**src/hdl/srs_map.vh**
```
// Constants and rule summary for the subsystem reset sequencer.
// Operation
// - Processing system and programmable logic resets assert independently.
// - Processing-system-only reset reboots processing system; logic stays running.
// - Processing-system-only reset starts from hardware errors or software request.
// - An error-caused processing-system-only reset may flag the programmable logic.
// - Such errors reach the platform manager, which raises its logic error output.
// - No processing-system-only reset in 24-bit quad boot with flash over 16 MB.
// - Each application core has its own reset.
// - Cluster reset from domain, watchdog or software; no drain first.
// - No application-only reset in 24-bit quad boot above 16/32 MB.
// - Realtime cores reset separately; in lockstep core zero resets both.
// - Realtime reset from errors, lockstep mismatch or software request.
// - Realtime core bus traffic drains before its reset.
// - Full-power-domain reset covers whole domain; from errors or software.
// - Error-caused domain reset is flagged to low power domain and logic.
// - Domain traffic drains before reset; release follows power-up order.
// - Manager outputs and extended pins serve as logic resets.
// - Subsystem restart drains traffic and blocks new traffic before reset.
// - Subsystem restart leaves other subsystems running.
// - Processor held in reset until clean reset-vector code confirmed.
// - On-chip RAM is 256 KB starting at 0xfffc0000.
`ifndef SRS_MAP_VH
`define SRS_MAP_VH
// On-chip RAM placement, kept for software layout checks.
`define SRS_OCM_BASE 32'hfffc0000
`define SRS_OCM_SIZE 32'h00040000
`define SRS_FLASH_SINGLE_MAX_MB 16'h0010
`define SRS_FLASH_DUAL_MAX_MB 16'h0020
`define SRS_HOLD_NS 200
`define SRS_CLK_NS 25
`define SRS_HOLD_CYC ((`SRS_HOLD_NS + `SRS_CLK_NS - 1) / `SRS_CLK_NS)
`define SRS_TGT_PS 3'h0
`define SRS_TGT_FPD 3'h1
`define SRS_TGT_APU 3'h2
`define SRS_TGT_RPU0 3'h3
`define SRS_TGT_RPU1 3'h4
`define SRS_TGT_ACORE 3'h5
`endif

```
**src/hdl/srs_sync.v**
```verilog
// Three-stage input synchroniser with agreement filter.
`timescale 1ns/1ps
module srs_sync #(
  parameter W = 1
) (
  input wire core_clk,
  input wire reset_n,
  input wire [W-1:0] async_in,
  output reg [W-1:0] sync_out
);
  reg [W-1:0] s1_r;
  reg [W-1:0] s2_r;
  reg [W-1:0] s3_r;
  always @(posedge core_clk or negedge reset_n) begin
    if (!reset_n) begin
      s1_r <= {W{1'b0}};
      s2_r <= {W{1'b0}};
      s3_r <= {W{1'b0}};
      sync_out <= {W{1'b0}};
    end else begin
      s1_r <= async_in;
      s2_r <= s1_r;
      s3_r <= s2_r;
      // A bit changes only once the second and third stages agree.
      sync_out <= (s2_r & s3_r) | (sync_out & (s2_r | s3_r));
    end
  end
endmodule // srs_sync

```
**src/hdl/srs_hold.v**
```verilog
// Minimum reset hold counter started by a pulse.
`timescale 1ns/1ps
`include "srs_map.vh"
module srs_hold (
  input wire core_clk,
  input wire reset_n,
  input wire start,
  output reg busy
);
  // The count is cut to the counter width on purpose; it stays below 256.
  localparam [31:0] HOLD_FULL = `SRS_HOLD_CYC - 1;
  localparam [7:0] HOLD_LOAD = HOLD_FULL[7:0];
  reg [7:0] cnt_r;
  always @(posedge core_clk or negedge reset_n) begin
    if (!reset_n) begin
      cnt_r <= 8'h00;
      busy <= 1'b0;
    end else if (start) begin
      cnt_r <= HOLD_LOAD;
      busy <= 1'b1;
    end else if (cnt_r != 8'h00) begin
      cnt_r <= cnt_r - 8'h01;
    end else begin
      busy <= 1'b0;
    end
  end
endmodule // srs_hold

```
**src/hdl/srs_sequencer.v**
```verilog
// Subsystem reset sequencer: drain, assert, hold, verify, ordered release.
`timescale 1ns/1ps
`include "srs_map.vh"
module srs_sequencer (
  input wire core_clk,
  input wire reset_n,
  input wire reqValid,
  input wire [2:0] reqTarget,
  input wire [3:0] reqCoreMask,
  input wire [5:0] errIn,
  input wire lockstepErr,
  input wire lockstepMode,
  input wire watchdogTimeout,
  input wire quadSerial24Boot,
  input wire dualParallel,
  input wire [15:0] flashSizeMb,
  input wire drainDone,
  input wire vectorOk,
  input wire [3:0] plResetReq,
  output reg reqBusy,
  output reg reqRefused,
  output reg drainReq,
  output reg blockNewTxn,
  output reg psResetN,
  output reg fpdResetN,
  output reg [3:0] apuCoreResetN,
  output reg [1:0] rpuCoreResetN,
  output reg [3:0] plResetN,
  output reg platformErrToPl,
  output reg errToLpd
);
  // --------------------------------------------------------------
  // States
  // --------------------------------------------------------------
  localparam [2:0] ST_IDLE = 3'h0;
  localparam [2:0] ST_DRAIN = 3'h1;
  localparam [2:0] ST_HOLD = 3'h2;
  localparam [2:0] ST_VECT = 3'h3;
  localparam [2:0] ST_REL1 = 3'h4;
  localparam [2:0] ST_REL2 = 3'h5;

  reg [2:0] state_r;
  reg [2:0] tgt_r;
  reg [3:0] mask_r;
  reg fromErr_r;
  wire [5:0] errS;
  wire lockErrS;
  wire wdS;
  wire [3:0] plReqS;
  wire holdBusy;
  reg holdStart;
  reg [5:0] errPrev_r;
  reg lockPrev_r;
  reg wdPrev_r;

  // --------------------------------------------------------------
  // Input synchronisation
  // --------------------------------------------------------------
  srs_sync #(.W(6)) uErr (
    .core_clk(core_clk),
    .reset_n(reset_n),
    .async_in(errIn),
    .sync_out(errS)
  );
  srs_sync #(.W(6)) uMisc (
    .core_clk(core_clk),
    .reset_n(reset_n),
    .async_in({lockstepErr, watchdogTimeout, plResetReq}),
    .sync_out({lockErrS, wdS, plReqS})
  );
  srs_hold uHold (
    .core_clk(core_clk),
    .reset_n(reset_n),
    .start(holdStart),
    .busy(holdBusy)
  );

  // True when the boot setup forbids a given reset kind.
  function blocked;
    input [2:0] t;
    input q24;
    input dual;
    input [15:0] mb;
    begin
      blocked = 1'b0;
      if (q24 && t == `SRS_TGT_PS && mb > `SRS_FLASH_SINGLE_MAX_MB)
        blocked = 1'b1;
      if (q24 && t == `SRS_TGT_APU) begin
        if (!dual && mb > `SRS_FLASH_SINGLE_MAX_MB)
          blocked = 1'b1;
        if (dual && mb > `SRS_FLASH_DUAL_MAX_MB)
          blocked = 1'b1;
      end
    end
  endfunction

  // --------------------------------------------------------------
  // Target decode
  // --------------------------------------------------------------
  // Targets whose sequence ends by letting the realtime cores go.
  function relRt;
    input [2:0] t;
    begin
      relRt = (t == `SRS_TGT_PS) || (t == `SRS_TGT_RPU0) ||
              (t == `SRS_TGT_RPU1);
    end
  endfunction

  // Targets whose sequence ends by letting every application core go.
  function relApp;
    input [2:0] t;
    begin
      relApp = (t == `SRS_TGT_PS) || (t == `SRS_TGT_FPD) ||
               (t == `SRS_TGT_APU);
    end
  endfunction

  // Application resets are for debug and hang recovery, so they do not
  // wait for the interconnect; a hung cluster may never drain.
  function skipDrain;
    input [2:0] t;
    begin
      skipDrain = (t == `SRS_TGT_APU) || (t == `SRS_TGT_ACORE);
    end
  endfunction

  // --------------------------------------------------------------
  // Event decode
  // --------------------------------------------------------------
  // Errors: bits 1:0 processing system, 3:2 full domain, 5:4 realtime.
  wire [5:0] errRise = errS & ~errPrev_r;
  wire lockRise = lockErrS & ~lockPrev_r;
  wire wdRise = wdS & ~wdPrev_r;
  wire psErr = |errRise[1:0];
  wire fpdErr = |errRise[3:2];
  wire rpuErr = |errRise[5:4] | lockRise;

  reg evGo;
  reg [2:0] evTgt;
  reg [3:0] evMask;
  reg evErr;
  always @* begin
    evGo = 1'b1;
    evErr = 1'b1;
    evMask = 4'h0;
    evTgt = `SRS_TGT_PS;
    if (psErr) begin
      evTgt = `SRS_TGT_PS;
    end else if (fpdErr) begin
      evTgt = `SRS_TGT_FPD;
    end else if (rpuErr) begin
      evTgt = `SRS_TGT_RPU0;
    end else if (wdRise) begin
      evTgt = `SRS_TGT_APU;
      evErr = 1'b0;
    end else if (reqValid) begin
      evTgt = reqTarget;
      evMask = reqCoreMask;
      evErr = 1'b0;
    end else begin
      evGo = 1'b0;
      evErr = 1'b0;
    end
  end

  // Cluster and single-core application resets skip the drain.
  wire evNoDrain = skipDrain(evTgt);
  wire evBlocked = blocked(evTgt, quadSerial24Boot, dualParallel,
                           flashSizeMb);
  wire tgtPs = tgt_r == `SRS_TGT_PS;

  // --------------------------------------------------------------
  // Sequencer
  // --------------------------------------------------------------
  always @(posedge core_clk or negedge reset_n) begin
    if (!reset_n) begin
      state_r <= ST_IDLE;
      tgt_r <= `SRS_TGT_PS;
      mask_r <= 4'h0;
      fromErr_r <= 1'b0;
      errPrev_r <= 6'h00;
      lockPrev_r <= 1'b0;
      wdPrev_r <= 1'b0;
      holdStart <= 1'b0;
      reqBusy <= 1'b0;
      reqRefused <= 1'b0;
      drainReq <= 1'b0;
      blockNewTxn <= 1'b0;
      psResetN <= 1'b0;
      fpdResetN <= 1'b0;
      apuCoreResetN <= 4'h0;
      rpuCoreResetN <= 2'h0;
      plResetN <= 4'h0;
      platformErrToPl <= 1'b0;
      errToLpd <= 1'b0;
    end else begin
      errPrev_r <= errS;
      lockPrev_r <= lockErrS;
      wdPrev_r <= wdS;
      holdStart <= 1'b0;
      reqRefused <= 1'b0;
      // Logic resets follow only their own requests.
      plResetN <= ~plReqS;
      case (state_r)
        ST_IDLE: begin
          // After power-on all domains come out through the release path.
          if (!psResetN) begin
            state_r <= ST_VECT;
            tgt_r <= `SRS_TGT_PS;
            reqBusy <= 1'b1;
          end else if (evGo && evBlocked) begin
            reqRefused <= 1'b1;
          end else if (evGo) begin
            tgt_r <= evTgt;
            mask_r <= evMask;
            fromErr_r <= evErr;
            reqBusy <= 1'b1;
            if (evErr && evTgt == `SRS_TGT_PS)
              platformErrToPl <= 1'b1;
            if (evErr && evTgt == `SRS_TGT_FPD) begin
              platformErrToPl <= 1'b1;
              errToLpd <= 1'b1;
            end
            if (evNoDrain) begin
              state_r <= ST_HOLD;
              holdStart <= 1'b1;
              if (evTgt == `SRS_TGT_APU)
                apuCoreResetN <= 4'h0;
              else
                apuCoreResetN <= apuCoreResetN & ~evMask;
            end else begin
              state_r <= ST_DRAIN;
              drainReq <= 1'b1;
              blockNewTxn <= 1'b1;
            end
          end
        end
        ST_DRAIN: begin
          // Resets fall only once the interconnect reports the drain done.
          if (drainDone) begin
            drainReq <= 1'b0;
            state_r <= ST_HOLD;
            holdStart <= 1'b1;
            // Only the target's resets fall here.
            case (tgt_r)
              `SRS_TGT_PS: begin
                psResetN <= 1'b0;
                fpdResetN <= 1'b0;
                apuCoreResetN <= 4'h0;
                rpuCoreResetN <= 2'h0;
              end
              `SRS_TGT_FPD: begin
                fpdResetN <= 1'b0;
                apuCoreResetN <= 4'h0;
              end
              `SRS_TGT_RPU0: begin
                rpuCoreResetN[0] <= 1'b0;
                if (lockstepMode)
                  rpuCoreResetN[1] <= 1'b0;
              end
              `SRS_TGT_RPU1: begin
                rpuCoreResetN[1] <= 1'b0;
              end
              default: begin
                fpdResetN <= fpdResetN;
              end
            endcase
          end
        end
        ST_HOLD: begin
          if (!holdStart && !holdBusy)
            state_r <= ST_VECT;
        end
        ST_VECT: begin
          // Domain fabric may come back, processors stay held.
          if (tgtPs) begin
            psResetN <= 1'b1;
            fpdResetN <= 1'b1;
          end else if (tgt_r == `SRS_TGT_FPD) begin
            fpdResetN <= 1'b1;
          end
          if (vectorOk)
            state_r <= ST_REL1;
        end
        ST_REL1: begin
          // Realtime cores first, then application cores.
          if (relRt(tgt_r))
            rpuCoreResetN <= 2'h3;
          state_r <= ST_REL2;
        end
        ST_REL2: begin
          if (relApp(tgt_r))
            apuCoreResetN <= 4'hf;
          else if (tgt_r == `SRS_TGT_ACORE)
            apuCoreResetN <= apuCoreResetN | mask_r;
          blockNewTxn <= 1'b0;
          platformErrToPl <= 1'b0;
          errToLpd <= 1'b0;
          fromErr_r <= 1'b0;
          reqBusy <= 1'b0;
          state_r <= ST_IDLE;
        end
        default: begin
          state_r <= ST_IDLE;
        end
      endcase
    end
  end
endmodule // srs_sequencer

```
**config.mk**
```make
export PLATFORM = sky130hd
export DESIGN_NAME = srs_sequencer
export DESIGN_NICKNAME = d
export VERILOG_FILES = /design/src/hdl/srs_sync.v /design/src/hdl/srs_hold.v /design/src/hdl/srs_sequencer.v
export VERILOG_INCLUDE_DIRS = /design/src /design/src/hdl
export SDC_FILE = /design/constraint.sdc
export NUM_CORES = 1
export LEC_CHECK = 0
export ABC_AREA = 0
export BUFFER_PORTS_ARGS = -buffer_cell sky130_fd_sc_hd__buf_2
export CAP_MARGIN = 20
export CORE_MARGIN = 5
export CORE_UTILIZATION = 54
export CTS_CLUSTER_SIZE = 10
export DETAILED_ROUTE_END_ITERATION = 16
export GPL_TIMING_DRIVEN = 0
export PLACE_DENSITY = 0.77
export SETUP_SLACK_MARGIN = 0.15
export SLEW_MARGIN = 5
export SYNTH_ARGS = -nofsm -noshare
export SYNTH_HDL_FRONTEND = slang
export SYNTH_SLANG_ARGS = --single-unit
export TNS_END_PERCENT = 5
```
**constraint.sdc**
```tcl
create_clock -name core_clk -period 2.5 [get_ports core_clk]
set_input_delay 0.125 -clock core_clk [delete_from_list [all_inputs] [get_ports core_clk]]
set_output_delay 0.125 -clock core_clk [all_outputs]
set_load 0.01 [all_outputs]
```
== After elaboration in Yosys (flattened, before gate mapping) ==
Cells that the tools add are included.

* Register bits: 94
* Latch bits: 0
* Bits in writable memories: 0
* ROM bits: 0
* Logic and storage cells: 228
* Memories kept: 0

* Add/sub/neg operators: 1
* Multipliers: 0
* Divide/modulo/power cells: 0
* Magnitude comparators: 2
* Eq/ne operators: 37
* Shift-type cells: 0
* Mux-type cells: 93
* Bitwise gates (word level): 20
* Reductions and logical operators: 46

{| class="wikitable"
|+ Operators by type and width
! operator !! number
|-
| two-way mux 4 bit || 14
|-
| two-way mux 1 bit || 48
|-
| two-way mux 3 bit || 14
|-
| inequality test 2 bit (second input constant) || 16
|-
| bitwise AND 6 bit || 5
|-
| AND reduction 5 bit || 5
|-
| bitwise OR 6 bit || 4
|-
| inequality test 3 bit (second input constant) || 7
|-
| case mux 1 bit (2 select lines) || 9
|-
| > comparator 16 x 5 -> 1 bit (second input constant) || 1
|-
| > comparator 16 x 6 -> 1 bit (second input constant) || 1
|-
| two-way mux 8 bit || 2
|-
| AND reduction 4 bit || 4
|-
| equality test 3 x 2 -> 1 bit (second input constant) || 5
|-
| equality test 3 bit (second input constant) || 5
|-
| case mux 3 bit (5 select lines) || 1
|-
| case mux 4 bit (3 select lines) || 1
|-
| OR reduction 2 bit || 6
|-
| nonzero test 2 bit || 5
|-
| equality test 3 x 1 -> 1 bit (second input constant) || 3
|-
| logical AND 1 bit || 9
|-
| logical NOT 3 bit || 3
|-
| NOT 4 bit || 2
|-
| AND reduction 8 bit || 1
|-
| other kinds (16) || 28
|}

== Logic depth before layout (Yosys ltp) ==
Gate-level depths: netlist of run 1.

* Depth after elaboration: 18
* Depth in mapped cells: 7
* Gate-level depth less buffers: 7

== Cells and area by module ==
From an unflattened synthesis of run 1, not the netlist that was laid out.

* Cell total of the unflattened synthesis: 318
* Area total of the unflattened synthesis: 3679.8 µm²

{| class="wikitable"
|+ By module, submodules not included
! module !! times used !! cells each !! area an instance (µm²)
|-
| srs_sequencer || 1 || 209 || 1879.3
|-
| srs_sync || 2 || 30 || 668.1
|-
| srs_hold || 1 || 49 || 464.2
|}

== Least setup slack after synthesis of run 1 ==
Ideal clock, no wire load.

* Path type: register to register
* From: register uMisc.sync_out[5]
* To: register apuCoreResetN[0]
* Library setup time: 0.128 ns
* Arrival: 1.753 ns
* Path slack: 0.619 ns
* Stages on the path, launching flop included: 8
* Clock period less this slack: 1.881 ns
* Cells stage by stage: dfrtp_1 > inv_1 > o221ai_2 > or4_4 > buf_6 > a21oi_4 > a21oi_2 > mux2_1

* Longest elaborated chain between the ends: 15
* Elaborated cells between the ends (all ways): 35
* Those cells by class: eq/ne (5); mux (19); bitwise (4); reduce/logical (7)

{| class="wikitable"
|+ Ends and longest elaborated chain
! element !! line !! RTL
|-
| from (decl) || srs_sync.v:9 || <nowiki>output reg [W-1:0] sync_out</nowiki>
|-
| from (signal assigned) || srs_sync.v:19 || <nowiki>sync_out <= {W{1'b0}};</nowiki>
|-
| from (signal assigned) || srs_sync.v:25 || <nowiki>sync_out <= (s2_r & s3_r) | (sync_out & (s2_r | s3_r));</nowiki>
|-
| bitwise AND 1 bit (*) || srs_sequencer.v:132 || <nowiki>wire lockRise = lockErrS & ~lockPrev_r;</nowiki>
|-
| bitwise OR 1 bit (*) || srs_sequencer.v:136 || <nowiki>wire rpuErr = |errRise[5:4] | lockRise;</nowiki>
|-
| two-way mux 3 bit || srs_sequencer.v:151 || <nowiki>end else if (rpuErr) begin</nowiki>
|-
| two-way mux 3 bit || srs_sequencer.v:149 || <nowiki>end else if (fpdErr) begin</nowiki>
|-
| two-way mux 3 bit || srs_sequencer.v:147 || <nowiki>if (psErr) begin</nowiki>
|-
| logical NOT 3 bit (no line) || -- ||
|-
| logical AND 1 bit (no line) (2 in a row) || -- ||
|-
| two-way mux 1 bit || srs_sequencer.v:86 || <nowiki>if (q24 && t == `SRS_TGT_PS && mb > `SRS_FLASH_SINGLE_MAX_MB)</nowiki>
|-
| two-way mux 1 bit || srs_sequencer.v:89 || <nowiki>if (!dual && mb > `SRS_FLASH_SINGLE_MAX_MB)</nowiki>
|-
| two-way mux 1 bit || srs_sequencer.v:91 || <nowiki>if (dual && mb > `SRS_FLASH_DUAL_MAX_MB)</nowiki>
|-
| two-way mux 1 bit || srs_sequencer.v:88 || <nowiki>if (q24 && t == `SRS_TGT_APU) begin</nowiki>
|-
| logical AND 1 bit || srs_sequencer.v:211 || <nowiki>end else if (evGo && evBlocked) begin</nowiki>
|-
| inequality test 2 bit (no line) || -- ||
|-
| AND reduction 8 bit (no line) || -- ||
|-
| to (signal assigned) || srs_sequencer.v:230 || <nowiki>apuCoreResetN <= apuCoreResetN & ~evMask;</nowiki>
|-
| to (signal assigned) || srs_sequencer.v:295 || <nowiki>apuCoreResetN <= apuCoreResetN | mask_r;</nowiki>
|-
| to (decl) || srs_sequencer.v:26 || <nowiki>output reg [3:0] apuCoreResetN,</nowiki>
|}

Mark *: on every way between the ends. The rest lies on a longest branch, timed or not. The select of a mux whose other input is x is not followed.
A chain may end at the register's enable or synchronous reset.

== Worst setup path after layout of run 1 ==
* From: register uErr.sync_out[2]
* To: register apuCoreResetN[3]

* Longest elaborated chain between the ends: 14
* Elaborated cells between the ends (all ways): 32
* Those cells by class: eq/ne (5); mux (16); bitwise (3); reduce/logical (8)

{| class="wikitable"
|+ Ends and longest elaborated chain
! element !! line !! RTL
|-
| from (decl) || srs_sync.v:9 ||
|-
| from (signal assigned) || srs_sync.v:19 ||
|-
| from (signal assigned) || srs_sync.v:25 ||
|-
| bitwise AND 6 bit (*) || srs_sequencer.v:131 || <nowiki>wire [5:0] errRise = errS & ~errPrev_r;</nowiki>
|-
| OR reduction 2 bit (*) || srs_sequencer.v:135 || <nowiki>wire fpdErr = |errRise[3:2];</nowiki>
|-
| two-way mux 3 bit || srs_sequencer.v:149 ||
|-
| two-way mux 3 bit || srs_sequencer.v:147 ||
|-
| logical NOT 3 bit (no line) || -- ||
|-
| logical AND 1 bit (no line) (2 in a row) || -- ||
|-
| two-way mux 1 bit || srs_sequencer.v:86 ||
|-
| two-way mux 1 bit || srs_sequencer.v:89 ||
|-
| two-way mux 1 bit || srs_sequencer.v:91 ||
|-
| two-way mux 1 bit || srs_sequencer.v:88 ||
|-
| logical AND 1 bit || srs_sequencer.v:211 ||
|-
| inequality test 2 bit (no line) || -- ||
|-
| AND reduction 8 bit (no line) || -- ||
|}

Marked as above.

==> impl_results.md, run 1 <==
* Worst path slowest cell: nor3_1
* Setup-failing EPs final at 0
* Max Cap Viol at 0
* Post-DP HPWL at 4960 um
* Fmax achieved at 482 MHz
* Die X at 92.9 um
* Top cell type's share of synthesized area at 63.4%
* CP Class: reg -> reg
* #FFs+latches synth at 94
* Critical Path Sink Type: flip-flop
* Num rows at 30
* Number of top-level pins at 61
* Post-CTS sizing at 0
* GRT Residual Overflow at 0
* Unrepaired setup endpoints after global routing: false
* CTS tree: done
* Synth Flop Type: dfrtp_1
* Arrival time worst endpoint at 2320 ps
* Initial antenna violation count at 0
* Vias in the first global route at 2553
* First-pass detailed-route iteration total at 4
* Iter 0 DRT Violations at 76
* EDFF count, synth at 0
* Vias per Instance at 5.36
* Detail Route Antenna Nets at 0
* Drt wl/cell at 14.3 um
* Worst skew pair latency at 350 ps
* DRC viols at 0
* Post-synthesis cell area at 0.00371 mm^2
* Layout cells sized above 1 at 23.4%
* Chip height at 92.9 um
* Critical Path Fanout Max at 8
* Post-Syn Instances at 304
* Worst vdd ir at 0.479 mV
* CP required at 2740 ps
* Status: complete, no violations
* Crit path time final at 2070 ps
* Area of the core at 0.00676 mm^2
* Fillcell total at 527
* Most common cell after layout, fill and taps aside: dfrtp_1
* Seq pwr share at 45.6%
* Tot GR Track Use at 17.3%
* Fin nets at 434
* Area Growth Syn to Fin at 20.9%
* Post-synth ARST share at 100%
* Synth warnings at 0
* CP peak stage delay at 630 ps
* Clock Tree Root: clkbuf_8
* PortBufs at 60
* Final WL at 6760 um
* P_int at 2880 uW
* Synth cell types at 57
* Element type at the critical path start: flip-flop
* Synth area leader: dfrtp_1
* Slew Viols, Final at 0
* Clock sinks at 94
* Setup TNS at 0 ps
* Clk pwr share at 23.9%
* Pwr dens at 973 mW/mm^2
* Relative slew margins at 51.1%
* Die area at 0.00863 mm^2
* Maximum number of pins on one net before global-route repair at 71
* Leak at 0.00208 uW
* Final GP Congestion at 0.797
* Clock Skew at 11.3 ps
* CTS Buf Count at 9
* Psw at 1480 uW
* Gate power share at 30.5%
* Vias at 2543
* Syn Nets at 349
* # diodes at 0
* Finished Core Util at 66.4%
* Initial Util at 54.9%
* Synth top area cells: dfrtp_1, maj3_1, nand2_1, nor2_1, inv_1
* Slew @ Worst Pin at 727 ps
* Seq/Total Area, Yosys at 63.4%
* First-pass GRT wire length at 11700 um
* CTS Buffer Depth at 2
* Sw Ratio at 34.0%
* H-tree depth at 3
* Worst-path clk slew at 90 ps
* Final period util at 83.0%
* CP cell instances: nand2b_1, nand4_1, nor3_1, and3_1, o31ai_1, mux2_1
* Hold crit path type: in -> reg
* Final hold vios at 0
* Syn_area_per_cell at 12.2 um^2
* Most frequent cells in the layout: dfrtp_1, buf_2, nand2_1, nor2_1, inv_1
## path summary, 6_finish.rpt
check,from,end,slack (ps),cells after the start
worst min-delay path,reqCoreMask[3],mask_r[3],10,3
max in group asynchronous,reset_n,state_r[0],1660,3
worst min register to register,uMisc.s1_r[1],uMisc.s2_r[1],360,0
min in group asynchronous,reset_n,uMisc.sync_out[3],220,2
worst max-delay path,uErr.sync_out[2],apuCoreResetN[3],430,6
worst max register to register,uErr.sync_out[2],apuCoreResetN[3],430,6
## synth_stat cells (all sizes together) (2+ instances only)
master and n:
a211o 2, a21o 3, a21oi 11, a31oi 2, and2 5, and3 5
buf 2, clkbuf 6, dfrtp 94, ha 2, inv 19, maj3 12
mux2 6, mux2i 5, nand2 20, nand2b 10, nand3 9, nand4 2
nor2 20, nor2b 7, nor3 6, nor4 7, o2111ai 2, o211ai 2
o21a 2, o21ai 9, o221ai 2, o22ai 2, o2bb2ai 3, o31ai 5
o41ai 2, or3 3, xnor2 4, xor2 2
## power by group through the flow
stage          combinational [uW]  sequential, uW  clock (uW)
2_1_floorplan                 902            2030           0
3_3_place_gp                 1280            2000           0
3_5_place_dp                 1320            2020           0
4_1_cts                      1350            1990        1070
5_1_grt                      1500            2030        1150
6_report                     1330            1990        1040
## layer usage
layer	track usage, %	share of wire [%]	wire (um)
met1	21.8	44	2950
met2	28.9	51	3430
met3	4.39	4.1	280
met4	6.23	1.5	103
met5	0	0	0
## critical path, delay by kind of cell, from the launching register on
family           cells  cell delay, ps
AND/OR/NAND/NOR      4            1200
flip-flops           1             410
multiplexers         1             300
AO/OA/AOI/OAI        1              70
## final cells by class
class | count | area (um^2) | share of cell area [%]
flip-flops and latches | 94 | 2350 | 52.4
multi-input cells | 182 | 1240 | 27.7
repair buffers | 74 | 460 | 10.3
clock buffers | 9 | 124 | 2.76
well taps | 80 | 100 | 2.23
clock inverters | 7 | 91.3 | 2.04
inverters | 20 | 75.1 | 1.67
plain buffers | 8 | 38.8 | 0.864
## flip-flops by register name (all words and copies together) (netlist names), 3 cells and up
register / flops
uMisc.sync_out: 6
uErr.s2_r: 6
errPrev_r: 6
state_r: 3
plResetN: 4
uMisc.s1_r: 6
apuCoreResetN: 4
uErr.s3_r: 6
mask_r: 4
uErr.s1_r: 6
uHold.cnt_r: 8
uMisc.s2_r: 6
uMisc.s3_r: 6
tgt_r: 3
uErr.sync_out: 6
## logic make-up (layout without fill, tap and decap cells)
family	Yosys count	in the layout	share of synthesized area, %
buffers and inverters	28	118	3.07
multiplexers	11	11	3.17
AND/OR/NAND/NOR	99	99	14.6
XOR/XNOR	6	6	1.42
flip-flops	94	94	63.4
AO/OA/AOI/OAI	52	52	10.5
adder cells (fa/ha/maj)	14	14	3.91
## per-stage QoR
step | hold slack, ps | setup slack, ps | std cells | power (uW) | area (um^2)
finish | 14.7 | 425 | 474 | 4370 | 4490
global route | 6.56 | 166 | 474 | 4680 | 4490
CTS | 0.643 | 374 | 474 | 4410 | 4490
detailed placement | 55.4 | 386 | 445 | 3340 | 4140
global placement | 232 | 416 | 444 | 3280 | 4110
floorplan | -171 | 619 | 304 | 2930 | 3710
## repair_timing
action                                 CTS  global route
setup buffers                            0             0
endpoints found under the hold margin   36             0
hold buffers                            13             0
(Power assumes the default switching activity.)
==> run 2: changes to the inputs <==
--- a/config.mk
+++ b/config.mk
@@ -6,7 +6,7 @@
 export SDC_FILE = /design/constraint.sdc
 export NUM_CORES = 1
 export LEC_CHECK = 0
-export ABC_AREA = 0
+export ABC_AREA = 1
 export BUFFER_PORTS_ARGS = -buffer_cell sky130_fd_sc_hd__buf_2
 export CAP_MARGIN = 20
 export CORE_MARGIN = 5
==> constraint.sdc (replaced) <==
create_clock -name core_clk -period 2 [get_ports core_clk]
set_input_delay 0.1 -clock core_clk [delete_from_list [all_inputs] [get_ports core_clk]]
set_output_delay 0.1 -clock core_clk [all_outputs]
set_load 0.01 [all_outputs]
==> run 2 against run 1 <==
Against the previous run: first-iteration DRC count is 70% higher; largest cell class unchanged; clock skew hardly changed; routed wire length is 7.7% higher; critical endpoint is now apuCoreResetN[1]; clock-buffer cell count is 1 higher; critical path type unchanged; synthesized area is 2.9% higher; setup slack worse by 170 ps; sequential power is 23% higher; maximum frequency is 19% higher; design area is 3.8% higher.
==> impl_results.md, run 2 <==
* Status: complete, no violations
* Worst setup margin at 256 ps (-169 ps)
* Element type at the critical path start: flip-flop
* Worst path slowest cell: dfrtp_1
* Dpl ws at 278 ps (-108 ps)
* Critical Path Fanout Max at 5 (-3)
* Syn_area_per_cell at 9.69 um^2 (-21%)
* First-pass detailed-route iteration total at 4 (unchanged)
* Most frequent cells in the layout: dfrtp_1, nand2_1, inv_1
* Critical Path Sink Type: flip-flop
* DRC viols at 0 (unchanged)
* Post-synth ARST share at 100% (unchanged)
* CTS Buf Count at 9 (unchanged)
* Final hold vios at 0 (unchanged)
* Max reg flops at 8 (unchanged)
* Top cell type's share of synthesized area at 61.6% (-1.8 points)
* Initial Util at 55.9% (+0.95 points)
* Fin nets at 525 (+21%)
* Setup TNS at 0 ps (unchanged)
* CP cell instances: nand2_1, nand2_1, nor2_4, buf_4, nand3_1, nand2_1, inv_2, nand3_2, nand2_4, o21bai_1, nand2_1
* First-pass GRT wire length at 12500 um (+6.8%)
* CTS tree: done
* Synth Flop Type: dfrtp_1
* Depth of the worst register-to-register path at 11 (+5)
* Reg2reg end: apuCoreResetN[1]
* H-tree depth at 3 (unchanged)
* Setup-failing EPs final at 0 (unchanged)
* Area of the core at 0.00683 mm^2 (+1.1%)
* Crit path time final at 1740 ps (-331 ps)
* Most frequent CP cell: nand2_1
* Non-Filler Instances at 581 (+23%)
* Slew @ Worst Pin at 348 ps (-380 ps)
* Final WL at 7280 um (+7.7%)
* Clock Tree Root: clkbuf_8
* Initial antenna violation count at 0 (unchanged)
* Slew Viols, Final at 0 (unchanged)
* CP Class: reg -> reg
* Vias in the first global route at 2782 (+9.0%)
* Iter 0 DRT Violations at 129 (+70%)
* PortBufs at 59 (-1.7%)
* GRT Residual Overflow at 0 (unchanged)
* Drt wl/cell at 12.5 um (-12%)
* Detail Route Antenna Nets at 0 (unchanged)
* Area Growth Syn to Fin at 22.0%
* Final period util at 87.2% (+4.2 points)
* Maximum number of pins on one net before global-route repair at 71 (unchanged)
* Max Cap Viol at 0 (unchanged)
* CP peak stage delay at 420 ps (-210 ps)
* Arrival time worst endpoint at 1980 ps (-340 ps)
* Post-synthesis cell area at 0.00382 mm^2 (+2.9%)
* Post-DP HPWL at 5280 um (+6.5%)
* Post-Syn Instances at 394 (+30%)
* Synth top area cells: dfrtp_1, nand2_1, inv_1, nand3_1, nor2_1
* Relative slew margins at 76.8% (+26 points)
* CP required at 2240 ps (-500 ps)
* Num rows at 30 (unchanged)
* Clock sinks at 94 (unchanged)
* # diodes at 0 (unchanged)
* Worst Hold Slack at 40.1 ps (+25.5 ps)
* Hold Path Stages at 3 (unchanged)
* Synth area leader: dfrtp_1
* RR Startpoint: uErr.sync_out[4]
* Fillcell total at 540 (+2.5%)
* Final GP Congestion at 0.964 (+21%)
* #FFs+latches synth at 94 (unchanged)
* Die X at 94.1 um (+1.3%)
* Vias per Instance at 4.84 (-9.8%)
* Unrepaired setup endpoints after global routing: true
* Synth cell types at 31 (-46%)
* Die area at 0.00885 mm^2 (+2.6%)
* Clock Skew at 11.2 ps (-0.0461 ps)
* EDFF count, synth at 0 (unchanged)
* Hold crit path type: in -> reg
* Layout cells sized above 1 at 21.6% (-1.7 points)
* Seq/Total Area, Yosys at 61.6% (-1.8 points)
* Worst skew pair latency at 360 ps (about the same)
* Worst vdd ir at 0.582 mV (+22%)
* Tot GR Track Use at 18.1% (+0.77 points)
* Pwr dens at 1200 mW/mm^2 (+23%)
* Syn Nets at 439 (+26%)
* Area of the multi-input gates at 0.00123 mm^2 (-1.3%)
* Leak at 0.00235 uW (+13%)
* Storage element area at 0.00235 mm^2 (unchanged)
* CTS Buffer Depth at 2 (unchanged)
* Vias at 2812 (+11%)
* Synth warnings at 0 (unchanged)
* Fmax achieved at 573 MHz (+19%)
* Most common cell after layout, fill and taps aside: dfrtp_1
* Number of top-level pins at 61 (unchanged)
* Hold Path Origin: reqCoreMask[0]
* FF-to-FF setup slack at 260 ps (-170 ps)
* Largest Register: uHold.cnt_r
* Worst-path clk slew at 90 ps (about the same)
* Most common cell in the netlist: dfrtp_1
* Placed Instances at 550 (+24%)
* WHS Endpoint: mask_r[0]
* Chip height at 94.1 um (+1.3%)
* Synth top cells by count: dfrtp_1, nand2_1, inv_1, nor2_1, nand3_1
## run 2: cell families (layout without fill, tap and decap cells)
logic type	after synthesis	count (layout)	share of synthesized area, %
AO/OA/AOI/OAI	53	53	7.74
adder cells (fa/ha/maj)	14	14	3.80
buffers and inverters	67	158	6.78
flip-flops	94	94	61.6
AND/OR/NAND/NOR	166	166	20.1
## run 2: per-stage QoR
| stage | area (um^2) | power, uW | utilization, % |
|---|---|---|---|
| floorplan | 3820 | 3660 | - |
| detailed placement | 4260 | 4160 | 62.4 |
| global placement | 4230 | 4070 | 62.0 |
| finish | 4660 | 5580 | 68.2 |
| CTS | 4620 | 5600 | 67.6 |
| global route | 4660 | 6000 | 68.2 |
## run 2: worst max path at each step
stage                     startpoint          endpoint  depth (start not counted)
global placement             reset_n    uHold.cnt_r[7]                          1
CTS                 uErr.sync_out[5]  apuCoreResetN[1]                         11
floorplan                 state_r[1]  apuCoreResetN[0]                         11
finish              uErr.sync_out[4]  apuCoreResetN[1]                         11
global route        uErr.sync_out[4]  apuCoreResetN[2]                         10
detailed placement  uErr.sync_out[4]  apuCoreResetN[1]                         10
## run 2: area by class of cell
cell class                      count  share of cell area [%]
Buffer                              2                   0.322
Clock buffer                       10                    2.74
Clock inverter                      6                    2.10
Inverter                           65                    5.24
Multi-Input combinational cell    233                    26.4
Sequential cell                    94                    50.5
Tap cell                           96                    2.58
Timing Repair Buffer               75                    10.1
## run 2: critical path: cells and delay by family, from the launching register on
family                 cells  cell delay, ps
and+or+nand+nor            8             840
DFF                        1             420
buffers and inverters      2             200
AOI/OAI and AO/OA          1             170
## run 2: layer usage
metal	global-route usage [%]	vias to the layer above	routed length [um]
met5	0	-	0
met4	8.42	0	199
met3	4.01	17	437
met2	29.3	83	3400
met1	23.0	1298	3250
li1	-	1414	-
## run 2: timing repair
item | in CTS | in global routing
setup endpoints to repair | 0 | 9
hold buffers | 13 | 0
hold endpoints to repair | 36 | 0
buffers inserted | 0 | 2
gates resized for setup | 0 | 6
## run 2: power by group
group	switching, uW	total [uW]	leakage (uW)	internal (uW)
Combinational	1060	1720	0.00111	656
Clock	691	1420	0.000114	728
Sequential	217	2450	0.00112	2230
